File: src/include/etp_defines.svh
`ifndef ETP_DEFINES_SVH
`define ETP_DEFINES_SVH
// Counter values
`define ETP_CNT_ZERO 16'h0000
`define ETP_CNT_MAX 16'hffff
`define ETP_CNT_ONE 16'h0001
// Default prescale: count enable every N operating clocks
`define ETP_PRESCALE_DEF 8
`endif

File: src/include/etp_pkg.sv
package etp_pkg;
    typedef enum logic [0:0] {ETP_IDLE, ETP_RUN} etp_state_t;
endpackage

File: src/hw/etp_pwm.sv
`timescale 1ns/100ps
`include "etp_defines.svh"
// Notes on behaviour
// - Period at maximum makes full-cycle active output impossible.
// - Trigger after channel match: clear, reassert output, keep counting.
// - Trigger before channel match: no channel interrupt, output stays.
// - Trigger after period interrupt: clear counter, keep counting up.
// - Trigger before period match: no period interrupt, clear, assert output.
// - Channel interrupt raised when counter reaches channel buffer value, except on its step from the period to one past it.
module etp_pwm
    import etp_pkg::*;
#(
    parameter int PRESCALE = `ETP_PRESCALE_DEF
)
(
    input wire logic clk,
    input wire logic reset_n,
    input wire logic enable,
    input wire logic trigger_pin,
    input wire logic [15:0] period_compare_register,
    input wire logic [15:0] channel_duty_compare_register,
    output logic channel_pulse_output,
    output logic channel_compare_interrupt,
    output logic period_compare_interrupt,
    output logic [15:0] count_value
);
    // ---------------------------------------------------------
    // State
    // ---------------------------------------------------------
    typedef struct packed
    {
        etp_state_t state;
        logic [2:0] trig_sync;
        logic trig_prev;
        logic trig_pend;
        logic [15:0] cnt;
        logic [15:0] period_compare_buffer;
        logic [15:0] channel_duty_compare_buffer;
        logic pulse;
        logic per_wait;
        logic ch_irq;
        logic per_irq;
    } etp_core_t;

    etp_core_t r;
    etp_core_t next_r;
    logic tick;
    logic trig_edge;

    // ---------------------------------------------------------
    // Helpers
    // ---------------------------------------------------------
    // Next count value; wraps from the top value to zero as the
    // free-running counter does before its first trigger
    function automatic logic [15:0] etp_next_count(input logic [15:0] c);
        etp_next_count = c + `ETP_CNT_ONE;
    endfunction

    // A zero duty is matched at the restart count itself
    function automatic logic etp_is_zero(input logic [15:0] v);
        etp_is_zero = (v == `ETP_CNT_ZERO);
    endfunction

    // ---------------------------------------------------------
    // Count clock
    // ---------------------------------------------------------
    // Divider only runs in the run state, so the first count edge
    // after enable is a whole count period away
    etp_prescaler #(
        .DIV(PRESCALE)
    ) u_div (
        .clk(clk),
        .reset_n(reset_n),
        .run(r.state == ETP_RUN),
        .tick(tick)
    );

    // ---------------------------------------------------------
    // Trigger edge
    // ---------------------------------------------------------
    // Stable rising edge: second and third stages agree on high.
    // A pulse shorter than about two clocks may be lost.
    assign trig_edge = r.trig_sync[1] & r.trig_sync[2] & ~r.trig_prev;

    // ---------------------------------------------------------
    // Counter, compare and output logic
    // ---------------------------------------------------------
    always_comb
    begin
        next_r = r;
        next_r.ch_irq = 1'b0;
        next_r.per_irq = 1'b0;
        next_r.trig_sync = {r.trig_sync[1:0], trigger_pin};
        if (r.trig_sync[1] == r.trig_sync[2])
        begin
            next_r.trig_prev = r.trig_sync[2];
        end
        case (r.state)
            ETP_IDLE:
            begin
                next_r.pulse = 1'b0;
                next_r.trig_pend = 1'b0;
                next_r.per_wait = 1'b0;
                next_r.cnt = `ETP_CNT_MAX;
                next_r.period_compare_buffer = period_compare_register;
                next_r.channel_duty_compare_buffer =
                    channel_duty_compare_register;
                if (enable)
                begin
                    next_r.state = ETP_RUN;
                end
            end
            ETP_RUN:
            begin
                // Trigger is held until the next count edge so it
                // lands on the count clock like the compares do
                if (trig_edge)
                begin
                    next_r.trig_pend = 1'b1;
                end
                if (!enable)
                begin
                    // Idle values show one cycle after enable drops; a
                    // trigger caught in that cycle is dropped with them
                    next_r.state = ETP_IDLE;
                    next_r.cnt = `ETP_CNT_MAX;
                    next_r.pulse = 1'b0;
                    next_r.per_wait = 1'b0;
                    next_r.trig_pend = 1'b0;
                end
                else if (tick)
                begin
                    if (r.trig_pend || trig_edge)
                    begin
                        // Trigger wins over both compares, so a match due
                        // at this count raises nothing
                        next_r.trig_pend = 1'b0;
                        next_r.cnt = `ETP_CNT_ZERO;
                        next_r.per_wait = 1'b0;
                        // Reload buffers at restart
                        next_r.period_compare_buffer =
                            period_compare_register;
                        next_r.channel_duty_compare_buffer =
                            channel_duty_compare_register;
                        // Restart asserts the output
                        next_r.pulse = 1'b1;
                        if (etp_is_zero(channel_duty_compare_register))
                        begin
                            // A zero duty ends the pulse at the restart
                            // count; a period at the top value forces
                            // this, so no full-cycle output is possible
                            next_r.pulse = 1'b0;
                            next_r.ch_irq = 1'b1;
                        end
                    end
                    else if (r.per_wait)
                    begin
                        // Period closed: counter parks one past the
                        // period until a trigger, so a late trigger
                        // stretches the cycle
                        next_r.per_wait = 1'b1;
                    end
                    else if (r.cnt == r.period_compare_buffer)
                    begin
                        // Period interrupt on the count after the match,
                        // then park. The channel compare is skipped here,
                        // so a duty of period plus one never ends the pulse
                        next_r.cnt = etp_next_count(r.cnt);
                        next_r.per_irq = 1'b1;
                        next_r.per_wait = 1'b1;
                    end
                    else
                    begin
                        next_r.cnt = etp_next_count(r.cnt);
                        // Channel match: interrupt in the same cycle as
                        // the equality, not one count later
                        if (etp_next_count(r.cnt) ==
                            r.channel_duty_compare_buffer)
                        begin
                            next_r.ch_irq = 1'b1;
                            next_r.pulse = 1'b0;
                        end
                    end
                end
            end
            default:
            begin
                next_r.state = ETP_IDLE;
            end
        endcase
    end

    // ---------------------------------------------------------
    // State register
    // ---------------------------------------------------------
    // Reset values match the idle state, so no edge or interrupt
    // shows when reset lifts
    always_ff @(posedge clk or negedge reset_n)
    begin
        if (!reset_n)
        begin
            r <= '0;
            r.state <= ETP_IDLE;
            r.cnt <= `ETP_CNT_MAX;
        end
        else
        begin
            r <= next_r;
        end
    end

    // ---------------------------------------------------------
    // Outputs
    // ---------------------------------------------------------
    // Straight from flip-flops, so the far side sees no glitches
    assign channel_pulse_output = r.pulse;
    assign channel_compare_interrupt = r.ch_irq;
    assign period_compare_interrupt = r.per_irq;
    assign count_value = r.cnt;
endmodule // etp_pwm

File: src/hw/etp_prescaler.sv
`timescale 1ns/100ps
`include "etp_defines.svh"
// -------------------------------------------------------------
// Count clock divider: one-cycle enable every DIV clocks
// -------------------------------------------------------------
module etp_prescaler
    import etp_pkg::*;
#(
    parameter int DIV = `ETP_PRESCALE_DEF
)
(
    input wire logic clk,
    input wire logic reset_n,
    input wire logic run,
    output logic tick
);
    typedef struct packed
    {
        logic [15:0] cnt;
        logic tick;
    } etp_div_t;

    etp_div_t r;
    etp_div_t next_r;

    // Divider restarts when stopped so the first tick is a full period
    always_comb
    begin
        next_r = r;
        next_r.tick = 1'b0;
        if (!run)
        begin
            next_r.cnt = `ETP_CNT_ZERO;
        end
        else if (r.cnt == 16'(DIV - 1))
        begin
            next_r.cnt = `ETP_CNT_ZERO;
            next_r.tick = 1'b1;
        end
        else
        begin
            next_r.cnt = r.cnt + `ETP_CNT_ONE;
        end
    end

    always_ff @(posedge clk or negedge reset_n)
    begin
        if (!reset_n)
        begin
            r <= '0;
        end
        else
        begin
            r <= next_r;
        end
    end

    assign tick = r.tick;
endmodule // etp_prescaler

File: config.mk
export PLATFORM = sky130hd
export DESIGN_NAME = etp_pwm
export DESIGN_NICKNAME = d
export VERILOG_FILES = /design/src/include/etp_pkg.sv /design/src/hw/etp_pwm.sv /design/src/hw/etp_prescaler.sv
export VERILOG_INCLUDE_DIRS = /design/src /design/src/include
export SDC_FILE = /design/constraint.sdc
export NUM_CORES = 1
export LEC_CHECK = 0
export BUFFER_PORTS_ARGS = -buffer_cell sky130_fd_sc_hd__buf_4
export CORE_ASPECT_RATIO = 0.6
export CORE_UTILIZATION = 50
export CTS_CLUSTER_SIZE = 24
export DETAILED_ROUTE_END_ITERATION = 12
export GPL_ROUTABILITY_DRIVEN = 0
export PLACE_DENSITY = 0.79
export SYNTH_ARGS = -nofsm -noshare
export SYNTH_HDL_FRONTEND = slang
export SYNTH_SLANG_ARGS = --single-unit
File: constraint.sdc
create_clock -name clk -period 4.81 [get_ports clk]
set_clock_uncertainty 0.2 [all_clocks]
set_input_delay 0.962 -clock clk [delete_from_list [all_inputs] [get_ports clk]]
set_output_delay 0.962 -clock clk [all_outputs]
set_load 0.02 [all_outputs]
# After elaboration in Yosys (flattened, before gate mapping)
# Cells that the tools add are included.
# word_totals
inputBits,36
out_inout_bits,19
ff_bits,75
word_cells,64
# op_classes
n_mux,29
n_bitwise,4
addsub,2
reduce_logical,5
eq_ne,11
# op_table
op,count
$pmux 51 s2,1
$mux 16,4
$mux 32,2
$mux 53,1
$add 16x1->16 const B,2
$eq 16x16->1,2
$mux 17,1
$eq 16x3->1 const B,1
$logic_not 16->1,1
$mux 1,15
$mux 2,4
$ne 2x1->1 const B,2
$ne 4x2->1 const B,1
$ne 4x3->1 const B,1
$ne 4x4->1 const B,1
$reduce_and 4->1,1
$mux 3,1
$ne 3x2->1 const B,1
$reduce_and 3->1,1
$and 1x1->1,2
$ne 2x2->1 const B,1
$not 1->1,2
$reduce_and 2->1,1
$eq 1x1->1,1
$logic_or 1x1->1,1

# Logic depth before layout (Yosys ltp)
# logic_depth
depth_word,9
ltp_mapped,8
mapped_depth_nobuf,7

# Hierarchy
# Synthesis repeated with hierarchy kept, for this count alone.
# unflattened
hier_cells,487
hier_area_um2,4259.1
# by_module_without_submodules
mod,n_inst,cells_each,area_each_um2,seq_area_each_um2
etp_pwm,1,405,3442.1,1471.4
etp_prescaler,1,82,817.0,425.4

# Worst setup path before layout
# Ideal clock, no wire load.
# synth_path
path_type,in2reg
start,in channel_duty_compare_register[12]
end,"reg r, in the netlist channel_pulse_output"
cell_stages,5
t_required_ps,4491
setup_slack_ps,2625
t_arrival_ps,1866
path_buffers,0
cell_sequence,nor4_1 -> a41oi_1 -> a22oi_1 -> nand3_1 -> o21a_1
# synth_via
elab_chain_cells,6
# synth_lines
element,line_no,text
start: declaration,etp_pwm.sv:21,"input wire logic [15:0] channel_duty_compare_register,"
$logic_not 16->1 (no line),n/a,
$mux 1,etp_pwm.sv:147,if (etp_is_zero(channel_duty_compare_register))
$mux 3,etp_pwm.sv:133,if (r.trig_pend || trig_edge)
$mux 53,etp_pwm.sv:131,else if (tick)
$mux 2,etp_pwm.sv:121,if (!enable)
$pmux 51 s2,etp_pwm.sv:98,case (r.state)
end signal: assignment,etp_pwm.sv:208,r <= next_r;
end: declaration,etp_pwm.sv:45,etp_core_t r;
# Every way passes these cells. The select of a mux whose other input is x is not followed.
# A chain may end at the register's enable or synchronous reset.

# Worst setup path in the final report
# layout_path
start,reg r[56] in the netlist's numbering
end,"reg r, in the netlist count_value[10]"
# layout_via
elab_chain_cells,7
elab_cells_between_ends,9
classes_between,eq/ne (1); mux (4); bitwise (2); reduce/logical (2)
# layout_lines
element,line_no,text
$and 1x1->1 (*) (2 in a row),etp_pwm.sv:83,assign trig_edge = r.trig_sync[1] & r.trig_sync[2] & ~r.trig_prev;
$logic_or 1x1->1 (*),etp_pwm.sv:133,
$mux 16,etp_pwm.sv:133,
$mux 53,etp_pwm.sv:131,
$mux 17,etp_pwm.sv:121,
$pmux 51 s2,etp_pwm.sv:98,
# Every way passes the cells marked *; elsewhere a longest branch is shown, timed or not. The select of a mux whose other input is x is not followed.

==> reports/summary.json <==
{
  "total_of_flip_flops_plus_latches_after_synthesis": 75,
  "synth_flop_cell": "sky130_fd_sc_hd__dfrtp_1",
  "post_synth_instance_area_sq_um": 4103,
  "hold_end": "next_r[56]$_DFF_PN0_",
  "post_cts.resized_instances": 0,
  "cp_slowest_stage_delay_ns": 0.87,
  "post_synth_inst_count": 454,
  "tritoncts_clock_tree": "built",
  "drt_pass1_iterations": 5,
  "route.vias.total": 3430,
  "globalRouteTotalUtil_pct": 26.42,
  "floorplan.rows": 25,
  "crit_path_top_delay_cell": "sky130_fd_sc_hd__a21oi_1",
  "n_fill_cell": 661,
  "drv_slew": 0,
  "grt_first_pass_wirelength_mm": 16.95,
  "core_area_sq_um": 7914,
  "initial_core_util_pct": 51.84,
  "max_cap_viol_count": 0,
  "drt_drc_violations_left": 0,
  "critical-path-top-cell-by-count": "sky130_fd_sc_hd__a21oi_1",
  "post-route-worst-setup-slack_ns": 2.066,
  "hold_path.startpoint": "next_r[55]$_DFF_PN0_",
  "yosys_warnings": 0,
  "cts_num_sinks": 75,
  "critical_path.reg2reg.startpoint": "r[56]$_DFF_PN0_",
  "finish.instance_area_sq_um": 4768,
  "regArea_sq_um": 1897,
  "post_cts.repair.setup_buffers": 0,
  "multi_input_comb_area_sq_um": 1962,
  "timing_hold_violations_final": 0,
  "detail_route.iter0.violations": 304,
  "floorplan.die.height_um": 72.17,
  "largest_net_degree_at_the_start_of_global_routing": 76,
  "max_freq_mhz": 364.5,
  "insertion_delay_to_the_later_sink_of_the_worst_skew_pair_ns": 0.34,
  "mostFrequentLayoutCells": "sky130_fd_sc_hd__nand2_1, sky130_fd_sc_hd__dfrtp_1, sky130_fd_sc_hd__buf_4, sky130_fd_sc_hd__o21ai_0, sky130_fd_sc_hd__nor2_1",
  "drt_wl_total_mm": 10.48,
  "setup.reg_to_reg.worst_slack_ns": 2.07,
  "cts_buffer_depth": 2,
  "yosys.cell_types.count": 47,
  "min_delay_path_depth": 0,
  "cts_root_buf": "sky130_fd_sc_hd__clkbuf_16",
  "antenna_cells_inserted": 0,
  "post-place-ws_ns": 2.057,
  "p_leak_uw": 0.002122,
  "post-route-min-period_ns": 2.744,
  "ff2ff_path_depth": 5,
  "synth_sequential_area_ratio_pct": 46.23,
  "cp.required_ns": 4.80,
  "first_global_vias": 3242,
  "unrepaired_setup_endpoints_after_global_routing": "no",
  "place.detailed.instances": 576,
  "grt-ovfl-total": 0,
  "drtAntennaViolNets": 0,
  "clkTransAtPathRegs_ns": 0.06,
  "mapped_avg_cell_area_sq_um": 9.037,
  "timing.final.crit_share_pct": 57.04,
  "number_of_antenna_violations_at_the_first_check_in_global_routing": 0,
  "avgRoutedWirePerCell_um": 17.70,
  "die-width_um": 118.9,
  "io-pin-count": 55,
  "cts-buffers-inserted": 9,
  "reg_to_reg_endpoint": "count_value[10]$_DFFE_PN1P_",
  "setup.worst_path.class": "reg -> reg",
  "tightest_slew_ns": 1.135,
  "cp_max_fo": 11,
  "viasPerCell": 5.794,
  "dpl_cell_area_sq_um": 4425,
  "cp.arrival_ns": 2.74,
  "cts_max_level": 3,
  "die_area_sq_um": 8583,
  "outcome": "completed",
  "finish.net_count": 518,
  "area.growth.synth_to_final_pct": 16.22,
  "tns_ns": 0,
  "post-dp-hpwl_mm": 7.457,
  "final_layout_size_suffix_gt1_share_pct": 19.63,
  "p_per_area_nw_per_um2": 333.6,
  "max_slew_margin_pct": 24.34,
  "holdBufCountCts": 0,
  "startpoint_type": "register",
  "number_of_enable_type_register_cells_in_the_synthesized_netlist": 0,
  "port_buffers": 54,
  "crit_path_cell_trace": "ha_1 -> a21oi_1 -> a21oi_1 -> nand2_1 -> o311ai_0",
  "worst_hold_path_type": "reg -> reg",
  "synthArstFlopShare_pct": 100.0,
  "end_kind": "register",
  "setup-violations-final": 0,
  "finalNonFillerCells": 592,
  "synth_fp_nets": 493,
  "vdd_ir_drop_max_mv": 0.1586,
  "final_common_cell": "sky130_fd_sc_hd__nand2_1"
}
layout make-up:
type,instances,area share [%]
clock inverters,6,2.388
repair buffers,55,8.659
clock buffers,10,4.802
flip-flops and latches,75,39.78
well taps,108,2.834
multi-input cells,333,41.14
inverters,5,0.3936
layer usage:
| metal | vias to the layer above | track usage, % | wire length, um |
|---|---|---|---|
| met5 | - | 0 | 0 |
| li1 | 1611 | - | - |
| met2 | 167 | 37.88 | 4406 |
| met1 | 1639 | 38.22 | 4954 |
| met4 | 0 | 7.736 | 111 |
| met3 | 13 | 8.569 | 1009 |
through the flow:
stage	power (uW)	hold WS, ns	util [%]
2_1_floorplan	763.6	0.1312	-
3_3_place_gp	819.6	0.1428	55.92
3_5_place_dp	825.3	0.1555	55.92
4_1_cts	1592	0.1685	60.25
5_1_grt	1635	0.1667	60.25
6_report	1591	0.1637	60.25
Yosys cell counts (4+ instances only):
| library cell | instances | area (sq um) |
|---|---|---|
| sky130_fd_sc_hd__buf_2 | 9 | 45.04 |
| sky130_fd_sc_hd__a21oi_1 | 5 | 25.02 |
| sky130_fd_sc_hd__nand3_1 | 20 | 100.1 |
| sky130_fd_sc_hd__dfrtp_1 | 59 | 1476 |
| sky130_fd_sc_hd__o211ai_1 | 4 | 30.03 |
| sky130_fd_sc_hd__nor2_1 | 31 | 116.4 |
| sky130_fd_sc_hd__a31oi_1 | 4 | 25.02 |
| sky130_fd_sc_hd__inv_1 | 5 | 18.77 |
| sky130_fd_sc_hd__xnor2_1 | 27 | 236.5 |
| sky130_fd_sc_hd__nor4_1 | 10 | 62.56 |
| sky130_fd_sc_hd__clkbuf_1 | 12 | 45.04 |
| sky130_fd_sc_hd__xor2_1 | 24 | 210.2 |
| sky130_fd_sc_hd__and3_1 | 4 | 25.02 |
| sky130_fd_sc_hd__dfstp_2 | 16 | 420.4 |
| sky130_fd_sc_hd__buf_4 | 20 | 150.1 |
| sky130_fd_sc_hd__nand4_1 | 9 | 56.30 |
| sky130_fd_sc_hd__o21ai_0 | 45 | 225.2 |
| sky130_fd_sc_hd__nand2_1 | 90 | 337.8 |
| sky130_fd_sc_hd__nor3_1 | 7 | 35.03 |
| sky130_fd_sc_hd__o311ai_0 | 12 | 105.1 |
critical path, delay by kind of cell, from the launching register on:
kind	cells	cell delay, ns
AO/OA/AOI/OAI	3	1.44
adder cells (fa/ha/maj)	1	0.21
flip-flops	1	0.38
AND/OR/NAND/NOR	1	0.37
kinds of logic after synthesis:
group / after synthesis / share of synthesized area, %
xor+xnor: 51 / 10.89
mux: 3 / 0.7929
flops: 75 / 46.23
compound gates: 86 / 13.36
simple gates: 190 / 21.50
fa+ha+maj: 3 / 0.9150
buf+inv: 46 / 6.313
registers in the layout, indices dropped and copies added, names as in the netlist:
| register | flops |
|---|---|
| r | 37 |
| count_value | 16 |
| u_div.r | 16 |
| next_r | 2 |
| channel_compare_interrupt | 1 |
| channel_pulse_output | 1 |
| period_compare_interrupt | 1 |
| u_div.tick | 1 |
how the worst max path moves through the flow:
stage / from / endpoint / slack [ns] / cells after the start
after floorplan: channel_duty_compare_register[12] / channel_pulse_output$_DFFE_PN0P_ / 2.62 / 5
after global placement: channel_duty_compare_register[4] / channel_pulse_output$_DFFE_PN0P_ / 1.98 / 6
after detailed placement: channel_duty_compare_register[4] / channel_pulse_output$_DFFE_PN0P_ / 2.06 / 6
after CTS: r[56]$_DFF_PN0_ / count_value[14]$_DFFE_PN1P_ / 2.17 / 6
after global routing: r[56]$_DFF_PN0_ / count_value[10]$_DFFE_PN1P_ / 1.84 / 4
final: r[56]$_DFF_PN0_ / count_value[10]$_DFFE_PN1P_ / 2.07 / 5
report_power, final:
| group | internal (uW) | switching [uW] |
|---|---|---|
| logic | 57.5 | 78.1 |
| clock network | 509 | 265 |
| registers | 659 | 22.9 |
No activity file was read; power rests on OpenSTA's default activity.
